--- config.mk ---
export PLATFORM = sky130hd
export DESIGN_NAME = iwc_watchdog
export DESIGN_NICKNAME = d
export VERILOG_FILES = /design/src/include/iwc_pkg.sv /design/src/verilog/iwc_watchdog.sv
export VERILOG_INCLUDE_DIRS = /design/src /design/src/include
export SDC_FILE = /design/constraint.sdc
export NUM_CORES = 1
export LEC_CHECK = 0
export ABC_AREA = 1
export BUFFER_PORTS_ARGS = -buffer_cell sky130_fd_sc_hd__buf_2
export CELL_PAD_IN_SITES_DETAIL_PLACEMENT = 2
export CELL_PAD_IN_SITES_GLOBAL_PLACEMENT = 2
export CORE_ASPECT_RATIO = 0.9
export CORE_MARGIN = 2
export CORE_UTILIZATION = 25
export CTS_CLUSTER_DIAMETER = 60
export DETAILED_ROUTE_END_ITERATION = 8
export PLACE_DENSITY_LB_ADDON = 0.1
export SYNTH_ARGS = -nofsm -noshare
export SYNTH_HDL_FRONTEND = slang
export SYNTH_SLANG_ARGS = --single-unit
--- constraint.sdc ---
create_clock -name mclk -period 7.05 [get_ports mclk]
set_input_delay 2.115 -clock mclk [delete_from_list [all_inputs] [get_ports mclk]]
set_output_delay 2.115 -clock mclk [all_outputs]
set_load 0.05 [all_outputs]
--- src/include/iwc_map.svh ---
// register offsets, field positions, reset values and counts of the watchdog configuration block
`ifndef IWC_MAP_SVH
`define IWC_MAP_SVH
// ------------------------------------------------------------
// register byte offsets
// ------------------------------------------------------------
`define IWC_OFS_CTRL    8'h00
`define IWC_OFS_STATUS  8'h04
`define IWC_OFS_RSTCTL  8'h08
`define IWC_OFS_CSTP    8'h0C
`define IWC_OFS_REFRESH 8'h10
`define IWC_OFS_MASK    8'h14
// ------------------------------------------------------------
// field positions (control register and option word share the divide and window fields; timeout is 1:0 in control, 3:2 in option)
// ------------------------------------------------------------
`define IWC_F_MODE      0
`define IWC_F_TOUT      3:2
`define IWC_F_CTRL_TOUT 1:0
`define IWC_F_CKS       7:4
`define IWC_F_WEND      9:8
`define IWC_F_WSTART    13:12
`define IWC_F_OPT_RSEL  14
`define IWC_F_OPT_LPST  15
`define IWC_F_SEL_BIT   7
`define IWC_F_CNT       13:0
`define IWC_F_REFRESH_ERROR_FLAG     14
`define IWC_F_UNDF      15
// ------------------------------------------------------------
// reset values
// ------------------------------------------------------------
`define IWC_RST_CTRL    16'h3303
`define IWC_RST_BYTE    8'h00
`define IWC_RST_MASK    2'h0
// ------------------------------------------------------------
// refresh codes and divider/timeout counts
// ------------------------------------------------------------
`define IWC_REF_FIRST   8'h00
`define IWC_REF_SECOND  8'hFF
`define IWC_DIV_1       9'h001
`define IWC_DIV_16      9'h010
`define IWC_DIV_32      9'h020
`define IWC_DIV_64      9'h040
`define IWC_DIV_128     9'h080
`define IWC_DIV_256     9'h100
`define IWC_TOUT_0      14'h03FF
`define IWC_TOUT_1      14'h0FFF
`define IWC_TOUT_2      14'h1FFF
`define IWC_TOUT_3      14'h3FFF
`define IWC_RESP_OKAY   2'h0
`define IWC_RESP_SLVERR 2'h2
`endif

--- src/include/iwc_pkg.sv ---
// types shared by the watchdog configuration block
package iwc_pkg;
    // active settings handed to the counter, reset and interrupt logic
    typedef struct packed {
        logic [3:0] clk_div;     // divide ratio code
        logic [1:0] timeout;     // timeout period code
        logic [1:0] win_start;   // window start code
        logic [1:0] win_end;     // window end code
        logic       rst_irq_sel; // 1: fault drives reset, 0: interrupt
        logic       lp_stop;     // halt count in low power states
    } iwc_cfg_t;
    // counter states, one-hot
    typedef enum logic [2:0] {
        ST_WAIT = 3'b001,
        ST_RUN  = 3'b010,
        ST_HALT = 3'b100
    } iwc_state_t;
endpackage : iwc_pkg

--- src/verilog/iwc_watchdog.sv ---
// watchdog configuration, refresh window, event outputs and register slave
`timescale 1ns/100ps
`include "iwc_map.svh"
// Contract
// - auto mode takes divide code from option word
// - two-bit timeout select, option or control
// - two-bit window start select, option or control
// - two-bit window end select, option or control
// - one bit routes fault to reset or interrupt
// - one bit halts count in low power
// - pulse outputs for underflow and refresh error
// - divide field bits 7:4 decode table
// - refresh is 00h then FFh, starts counting
// - refresh outside window is a refresh error
module iwc_watchdog (
    input  wire logic            mclk,
    input  wire logic            srst,
    input  wire logic [7:0]      s_axi_awaddr,
    input  wire logic            s_axi_awvalid,
    output logic                 s_axi_awready,
    input  wire logic [31:0]     s_axi_wdata,
    input  wire logic [3:0]      s_axi_wstrb,
    input  wire logic            s_axi_wvalid,
    output logic                 s_axi_wready,
    output logic [1:0]           s_axi_bresp,
    output logic                 s_axi_bvalid,
    input  wire logic            s_axi_bready,
    input  wire logic [7:0]      s_axi_araddr,
    input  wire logic            s_axi_arvalid,
    output logic                 s_axi_arready,
    output logic [31:0]          s_axi_rdata,
    output logic [1:0]           s_axi_rresp,
    output logic                 s_axi_rvalid,
    input  wire logic            s_axi_rready,
    input  wire logic [15:0]     option_select_word0,
    input  wire logic            count_tick,
    input  wire logic            lowpower_state,
    output iwc_pkg::iwc_cfg_t    cfg_active,
    output logic                 evt_underflow,
    output logic                 evt_refresh_error,
    output logic                 wdt_reset_out,
    output logic                 wdt_irq_out,
    output logic                 irq
);
    // ------------------------------------------------------------
    // helper functions
    // ------------------------------------------------------------
    // divide code to prescaler length; reserved codes fall back to undivided
    function automatic logic [8:0] div_limit(input logic [3:0] code);
        unique case (code)
            4'h0: div_limit = `IWC_DIV_1;
            4'h2: div_limit = `IWC_DIV_16;
            4'h3: div_limit = `IWC_DIV_32;
            4'h4: div_limit = `IWC_DIV_64;
            4'h5: div_limit = `IWC_DIV_256;
            4'hF: div_limit = `IWC_DIV_128;
            default: div_limit = `IWC_DIV_1;
        endcase
    endfunction : div_limit
    // timeout code to reload value
    function automatic logic [13:0] reload_of(input logic [1:0] code);
        unique case (code)
            2'h0: reload_of = `IWC_TOUT_0;
            2'h1: reload_of = `IWC_TOUT_1;
            2'h2: reload_of = `IWC_TOUT_2;
            2'h3: reload_of = `IWC_TOUT_3;
        endcase
    endfunction : reload_of
    // quarter positions of the count: 0 -> 100%, 1 -> 75%, 2 -> 50%, 3 -> 25%
    function automatic logic [13:0] quarter(input logic [13:0] r, input logic [1:0] code);
        unique case (code)
            2'h0: quarter = r;
            2'h1: quarter = r - (r >> 2);
            2'h2: quarter = r >> 1;
            2'h3: quarter = r >> 2;
        endcase
    endfunction : quarter
    // byte-lane merge of a 16-bit register
    function automatic logic [15:0] merge16(input logic [15:0] old, input logic [31:0] d, input logic [3:0] s);
        merge16 = {s[1] ? d[15:8] : old[15:8], s[0] ? d[7:0] : old[7:0]};
    endfunction : merge16
    // ------------------------------------------------------------
    // option word capture and active settings
    // ------------------------------------------------------------
    logic [15:0] opt_r, opt_nxt;         // latched option word
    logic        opt_ld_r, opt_ld_nxt;   // option word captured
    logic [15:0] ctrl_r, ctrl_nxt;       // control register
    logic        rsel_r, rsel_nxt;       // reset control bit
    logic        lpst_r, lpst_nxt;       // count stop control bit
    logic        reg_mode;               // register-start mode
    // capture once, one edge after reset release, never under reset
    always_comb begin
        opt_ld_nxt = 1'b1;
        opt_nxt    = opt_ld_r ? opt_r : option_select_word0;
    end
    always_ff @(posedge mclk) begin
        if (srst) begin
            opt_ld_r <= 1'b0;
            opt_r    <= 16'h0000;
        end else begin
            opt_ld_r <= opt_ld_nxt;
            opt_r    <= opt_nxt;
        end
    end
    assign reg_mode = opt_r[`IWC_F_MODE];
    // mode picks the source of every setting
    always_comb begin
        if (reg_mode) begin
            cfg_active.clk_div     = ctrl_r[`IWC_F_CKS];
            cfg_active.timeout     = ctrl_r[`IWC_F_CTRL_TOUT];
            cfg_active.win_start   = ctrl_r[`IWC_F_WSTART];
            cfg_active.win_end     = ctrl_r[`IWC_F_WEND];
            cfg_active.rst_irq_sel = rsel_r;
            cfg_active.lp_stop     = lpst_r;
        end else begin
            cfg_active.clk_div     = opt_r[`IWC_F_CKS];
            cfg_active.timeout     = opt_r[`IWC_F_TOUT];
            cfg_active.win_start   = opt_r[`IWC_F_WSTART];
            cfg_active.win_end     = opt_r[`IWC_F_WEND];
            cfg_active.rst_irq_sel = opt_r[`IWC_F_OPT_RSEL];
            cfg_active.lp_stop     = opt_r[`IWC_F_OPT_LPST];
        end
    end
    // ------------------------------------------------------------
    // register slave
    // ------------------------------------------------------------
    logic [7:0]  awa_r, awa_nxt;         // held write address
    logic        awh_r, awh_nxt;         // write address held
    logic [31:0] wd_r, wd_nxt;           // held write data
    logic [3:0]  ws_r, ws_nxt;           // held strobes
    logic        wh_r, wh_nxt;           // write data held
    logic        bv_r, bv_nxt;
    logic [1:0]  br_r, br_nxt;
    logic        rv_r, rv_nxt;
    logic [31:0] rd_r, rd_nxt;
    logic [1:0]  rr_r, rr_nxt;
    logic        arm_r, arm_nxt;         // first refresh byte seen
    logic [1:0]  msk_r, msk_nxt;         // interrupt mask, status layout
    logic        do_wr;                  // write performed this cycle
    logic        do_refresh;             // complete refresh sequence
    logic [1:0]  w1c;                    // flag clear strobes
    logic [13:0] cnt_r, cnt_nxt;
    logic        uf_flag_r, uf_flag_nxt;
    logic        re_flag_r, re_flag_nxt;
    iwc_pkg::iwc_state_t st_r, st_nxt;
    assign s_axi_awready = !awh_r;
    assign s_axi_wready  = !wh_r;
    assign s_axi_arready = !rv_r;
    assign s_axi_bvalid  = bv_r;
    assign s_axi_bresp   = br_r;
    assign s_axi_rvalid  = rv_r;
    assign s_axi_rdata   = rd_r;
    assign s_axi_rresp   = rr_r;
    assign do_wr         = awh_r && wh_r && !bv_r;
    // address and data may come in either order; write once both are held
    always_comb begin
        awa_nxt = awa_r;  awh_nxt = awh_r;  wd_nxt = wd_r;  ws_nxt = ws_r;  wh_nxt = wh_r;
        bv_nxt = bv_r && !s_axi_bready;
        br_nxt = br_r;
        rv_nxt = rv_r && !s_axi_rready;
        rd_nxt = rd_r;
        rr_nxt = rr_r;
        ctrl_nxt = ctrl_r;  rsel_nxt = rsel_r;  lpst_nxt = lpst_r;  msk_nxt = msk_r;
        arm_nxt = arm_r;
        do_refresh = 1'b0;
        w1c = 2'b00;
        if (s_axi_awvalid && !awh_r) begin
            awa_nxt = s_axi_awaddr;
            awh_nxt = 1'b1;
        end
        if (s_axi_wvalid && !wh_r) begin
            wd_nxt = s_axi_wdata;
            ws_nxt = s_axi_wstrb;
            wh_nxt = 1'b1;
        end
        if (do_wr) begin
            awh_nxt = 1'b0;
            wh_nxt  = 1'b0;
            bv_nxt  = 1'b1;
            br_nxt  = `IWC_RESP_OKAY;
            unique case (awa_r)
                `IWC_OFS_CTRL:   ctrl_nxt = merge16(ctrl_r, wd_r, ws_r);
                `IWC_OFS_STATUS: if (ws_r[1]) w1c = {wd_r[`IWC_F_UNDF], wd_r[`IWC_F_REFRESH_ERROR_FLAG]};
                `IWC_OFS_RSTCTL: if (ws_r[0]) rsel_nxt = wd_r[`IWC_F_SEL_BIT];
                `IWC_OFS_CSTP:   if (ws_r[0]) lpst_nxt = wd_r[`IWC_F_SEL_BIT];
                `IWC_OFS_MASK:   if (ws_r[1]) msk_nxt = wd_r[`IWC_F_UNDF:`IWC_F_REFRESH_ERROR_FLAG];
                `IWC_OFS_REFRESH: if (ws_r[0]) begin  // any other byte breaks the sequence
                    do_refresh = arm_r && (wd_r[7:0] == `IWC_REF_SECOND);
                    arm_nxt    = (wd_r[7:0] == `IWC_REF_FIRST);
                end
                default: br_nxt = `IWC_RESP_SLVERR;
            endcase
        end
        if (s_axi_arvalid && !rv_r) begin
            rv_nxt = 1'b1;
            rr_nxt = `IWC_RESP_OKAY;
            unique case (s_axi_araddr)
                `IWC_OFS_CTRL:    rd_nxt = {16'h0000, ctrl_r};
                `IWC_OFS_STATUS:  rd_nxt = {16'h0000, uf_flag_r, re_flag_r, cnt_r};
                `IWC_OFS_RSTCTL:  rd_nxt = {24'h000000, rsel_r, 7'h00};
                `IWC_OFS_CSTP:    rd_nxt = {24'h000000, lpst_r, 7'h00};
                `IWC_OFS_MASK:    rd_nxt = {16'h0000, msk_r, 14'h0000};
                `IWC_OFS_REFRESH: rd_nxt = 32'h000000FF;
                default: begin
                    rd_nxt = 32'h00000000;
                    rr_nxt = `IWC_RESP_SLVERR;
                end
            endcase
        end
    end
    always_ff @(posedge mclk) begin
        if (srst) begin
            awa_r <= 8'h00;  awh_r <= 1'b0;  wd_r <= 32'h00000000;  ws_r <= 4'h0;  wh_r <= 1'b0;
            bv_r <= 1'b0;  br_r <= `IWC_RESP_OKAY;  rv_r <= 1'b0;  rd_r <= 32'h00000000;
            rr_r <= `IWC_RESP_OKAY;
            ctrl_r <= `IWC_RST_CTRL;  rsel_r <= 1'b0;  lpst_r <= 1'b0;  msk_r <= `IWC_RST_MASK;
            arm_r <= 1'b0;
        end else begin
            awa_r <= awa_nxt;  awh_r <= awh_nxt;  wd_r <= wd_nxt;  ws_r <= ws_nxt;  wh_r <= wh_nxt;
            bv_r <= bv_nxt;  br_r <= br_nxt;  rv_r <= rv_nxt;  rd_r <= rd_nxt;  rr_r <= rr_nxt;
            ctrl_r <= ctrl_nxt;  rsel_r <= rsel_nxt;  lpst_r <= lpst_nxt;  msk_r <= msk_nxt;
            arm_r <= arm_nxt;
        end
    end
    // ------------------------------------------------------------
    // down-counter, window check and fault outputs
    // ------------------------------------------------------------
    logic [8:0]  presc_r, presc_nxt;     // prescaler
    logic        uf_ev, re_ev;           // events this cycle
    logic        ev_uf_r, ev_re_r, rst_o_r, irq_o_r;
    logic [13:0] reload;
    logic        in_window, halted_lp, presc_hit;
    assign reload    = reload_of(cfg_active.timeout);
    assign halted_lp = cfg_active.lp_stop && lowpower_state;
    assign presc_hit = presc_r == (div_limit(cfg_active.clk_div) - 9'h001);
    // refresh allowed between start (upper) and end (lower) positions
    assign in_window = (cnt_r <= quarter(reload, cfg_active.win_start)) &&
                       (cnt_r >  quarter(reload, {1'b0, 1'b0} + cfg_active.win_end + 2'h1) ||
                        cfg_active.win_end == 2'h3 && cnt_r != 14'h0000);
    always_comb begin
        st_nxt = st_r;
        cnt_nxt = cnt_r;
        presc_nxt = presc_r;
        uf_ev = 1'b0;
        re_ev = 1'b0;
        unique case (st_r)
            iwc_pkg::ST_WAIT: begin  // auto mode starts on its own, register mode on a refresh
                if (opt_ld_r && (!reg_mode || do_refresh)) begin
                    st_nxt    = iwc_pkg::ST_RUN;
                    cnt_nxt   = reload;
                    presc_nxt = 9'h000;
                end
            end
            iwc_pkg::ST_RUN: begin
                if (do_refresh) begin
                    re_ev     = !in_window;
                    cnt_nxt   = reload;
                    presc_nxt = 9'h000;
                    if (!in_window && reg_mode) st_nxt = iwc_pkg::ST_HALT;
                end else if (count_tick && !halted_lp) begin
                    presc_nxt = presc_hit ? 9'h000 : presc_r + 9'h001;
                    if (presc_hit) begin
                        uf_ev   = cnt_r == 14'h0000;
                        cnt_nxt = uf_ev ? reload : cnt_r - 14'h0001;
                        if (uf_ev && reg_mode) st_nxt = iwc_pkg::ST_HALT;
                    end
                end
            end
            iwc_pkg::ST_HALT: st_nxt = iwc_pkg::ST_HALT;  // only reset restarts
            default: st_nxt = iwc_pkg::ST_WAIT;
        endcase
        // set wins over a clear in the same cycle
        uf_flag_nxt = (uf_flag_r && !w1c[1]) || uf_ev;
        re_flag_nxt = (re_flag_r && !w1c[0]) || re_ev;
    end
    always_ff @(posedge mclk) begin
        if (srst) begin
            st_r <= iwc_pkg::ST_WAIT;  cnt_r <= 14'h0000;  presc_r <= 9'h000;
            uf_flag_r <= 1'b0;  re_flag_r <= 1'b0;
            ev_uf_r <= 1'b0;  ev_re_r <= 1'b0;  rst_o_r <= 1'b0;  irq_o_r <= 1'b0;
        end else begin
            st_r <= st_nxt;  cnt_r <= cnt_nxt;  presc_r <= presc_nxt;
            uf_flag_r <= uf_flag_nxt;  re_flag_r <= re_flag_nxt;
            ev_uf_r <= uf_ev;
            ev_re_r <= re_ev;
            rst_o_r <= (uf_ev || re_ev) && cfg_active.rst_irq_sel;
            irq_o_r <= (uf_ev || re_ev) && !cfg_active.rst_irq_sel;
        end
    end
    assign evt_underflow     = ev_uf_r;
    assign evt_refresh_error = ev_re_r;
    assign wdt_reset_out     = rst_o_r;
    assign wdt_irq_out       = irq_o_r;
    assign irq               = |({uf_flag_r, re_flag_r} & msk_r);
endmodule : iwc_watchdog
==> results.ini <==
[final_layout]
seqCellArea_mm2=0.00230
drive_gt1_share_pct=17.7
multi_input_area_mm2=0.00371
final_nets=1180
area_delta_synth_final_pct=20.6
diodes=0
fillers=3149
post-route-util_pct=30.7

[global_routing]
gr-total-overflow=0
antenna_found_initial=1
grt_pass1_wl_um=38100
grt_pass1_vias=7006
grt_use_total_pct=17.3
grt_max_degree=46

[timing]
setup_viol_count_final=0
fin_crit_sh_pct=64.8
final-max-slew-violation-count=0
worst_slew_pin_slew_ps=948
slew_headroom_pct=36.8
period_minus_slack_ps=4570
hold_slack_ps=468
skew_ps=12.4
rsz0062_at_grt=no
final-hold-violation-count=0
max_freq_mhz=219
fin_tns_setup_ps=0
worst_slack_ps=2480

[logic_synthesis]
ys_warn_count=0
syn_inst=979
synth_top_flop_cell=dfxtp_1
synthesis.area_mm2=0.00666
syn_area_per_cell_um2=6.81
yosysTopAreaCell=dfxtp_1
synth_top_cell_area_share_pct=34.6
synthArstFlopShare_pct=0
synth_cell_types=46
ys_seq_area_share_pct=34.6
ys_top_cells_by_area=dfxtp_1, nand2_1, nor2_1
synth_edf_count=0
synth_seq_cells=115

[critical_path]
crit_path_max_fanout=22
r2r_setup_slack_ps=2700
arrival_ps=2450
endpoint_kind=primary output
cp.required_ps=4930
critPathKind=reg2out
cp-start-kind=register

[pwr]
power_density_mw_per_mm2=298
cellLeakagePower_nw=3.71
ir_drop_v=0.000136

[clock_network]
root_buffer=clkbuf_16
numCtsBuffers=17
cts.repair.resized=0
post_cts_buffers=0
clkTransAtPathRegs_ps=60
cts.htree.levels=4
clkLatencyLatePin_ps=420
tritoncts=built
cts_sinks=115
cts_hold_buffers=0
cts_max_path_buffers=2

[route]
vias=6607
firstDrtPassIters=4
wl_um=23300
via_per_inst=4.62
wl_per_cell_um=16.3
initialDrtViolationCount=273
ant_nets=0
drc=0

[placed_design]
port_buffers=95
hpwl_um=18000
dp_slack_ps=2700
place.gp.congestion=0.759

[outcome]
status=complete, no violations

[floorplanning]
dieArea_mm2=0.0280
core_mm2=0.0261
die_x_um=176
die_y_um=159
num_rows=56
io_pins=135
initial_core_util_pct=25.5

[run]
drv_cap=0

[hold_path]
hp-class=reg2reg

report_power, final:
part	internal (W)	switching [W]	total [W]
Clock	0.000606	0.000345	0.000951
Combinational	0.000209	0.000465	0.000674
Sequential	0.000701	0.0000640	0.000765
Total	0.00152	0.000875	0.00239
per-stage QoR:
step / total power, W / std cells / cell area [um2]
after floorplan: 0.00128 / 996 / 6730
after global placement: 0.00145 / 1399 / 7400
after detailed placement: 0.00146 / 1399 / 7400
after CTS: 0.00243 / 1430 / 8030
after global routing: 0.00256 / 1430 / 8030
final: 0.00239 / 1430 / 8030
final timing paths:
check | start | end | cells past startpoint
worst min-delay path | wd_r[13] | ctrl_r[13] | 2
worst max-delay path | opt_r[0] | cfg_active[7] | 6
worst min register to register | wd_r[13] | ctrl_r[13] | 2
worst max register to register | opt_r[0] | wdt_irq_out | 21
final cells by class:
class,count,share of cell area [%]
well taps,348,5.42
flip-flops and latches,115,28.7
clock buffers,18,5.47
multi-input cells,721,46.1
inverters,113,5.30
clock inverters,13,2.46
repair buffers,102,6.57
registers in the layout, indices dropped and copies added, names as in the netlist, 2 cells and up:
| signal | cells |
|---|---|
| awa_r | 8 |
| cnt_r | 14 |
| ctrl_r | 16 |
| msk_r | 2 |
| opt_r | 13 |
| presc_r | 9 |
| s_axi_rdata | 16 |
| st_r | 3 |
| wd_r | 16 |
| ws_r | 2 |
synthesized netlist by cell type (2+ instances only):
library cell / number
dfxtp_1: 115
buf_4: 19
nand2_1: 209
nor2_1: 148
clkbuf_1: 18
a211oi_1: 5
xor2_1: 11
nor4_1: 5
o221ai_1: 2
a21oi_1: 57
a21oi_2: 8
o211ai_1: 7
nand3_2: 11
nand2_4: 4
buf_1: 2
nor2_2: 7
o21bai_1: 3
nand2_2: 11
nand4_1: 14
o21ai_0: 78
nor2_4: 4
nor3_2: 2
o22ai_1: 7
nor3_1: 18
inv_1: 102
buf_2: 3
clkinv_1: 5
buf_6: 4
ha_1: 33
inv_2: 5
or2_2: 4
nand3_1: 44
cell usage in the layout (no fill, tap or decap), drive strengths merged:
master | netlist | routed
nand2 | 224 | 224
nor2 | 159 | 159
dfxtp | 115 | 115
inv | 107 | 112
buf | 29 | 102
o21ai | 79 | 79
a21oi | 65 | 65
nand3 | 55 | 55
ha | 33 | 33
nor3 | 20 | 20
conb | 1 | 18
clkbuf | 18 | 18
nand4 | 14 | 14
xor2 | 11 | 11
clkinv | 6 | 9
o22ai | 7 | 7
o211ai | 7 | 7
a211oi | 5 | 5
nor4 | 5 | 5
or2 | 5 | 5
bufinv | 0 | 4
o21bai | 3 | 3
o221ai | 2 | 2
o31ai | 1 | 1
a22o | 1 | 1
o21a | 1 | 1
a41oi | 1 | 1
a31oi | 1 | 1
nor3b | 1 | 1
o2111ai | 1 | 1
xnor2 | 1 | 1
nand3b | 1 | 1
clkinvlp | 0 | 1
layer usage:
| metal | wire (um) | vias up | global-route usage, % |
|---|---|---|---|
| met5 | 0 | - | 0 |
| met4 | 206 | 0 | 3.94 |
| met3 | 731 | 14 | 2.68 |
| met2 | 10300 | 103 | 27.3 |
| met1 | 12100 | 3159 | 24.5 |
| li1 | - | 3331 | - |
kinds of logic (layout without fill, tap and decap cells):
family	Yosys count	count (layout)	synth area share, %
simple gates	484	484	32.2
compound gates	174	174	14.6
flops	115	115	34.6
other cells	1	18	0.0563
buf+inv	160	246	10.8
xor+xnor	12	12	1.58
fa+ha+maj	33	33	6.20
critical path: stages, from the launching register on:
cell and delay, ps:
dfxtp_1 300, buf_4 270, inv_2 220, or2_2 330, o21ai_1 330, inv_1 290
buf_2 290
Power figures use the tool's default switching activity.
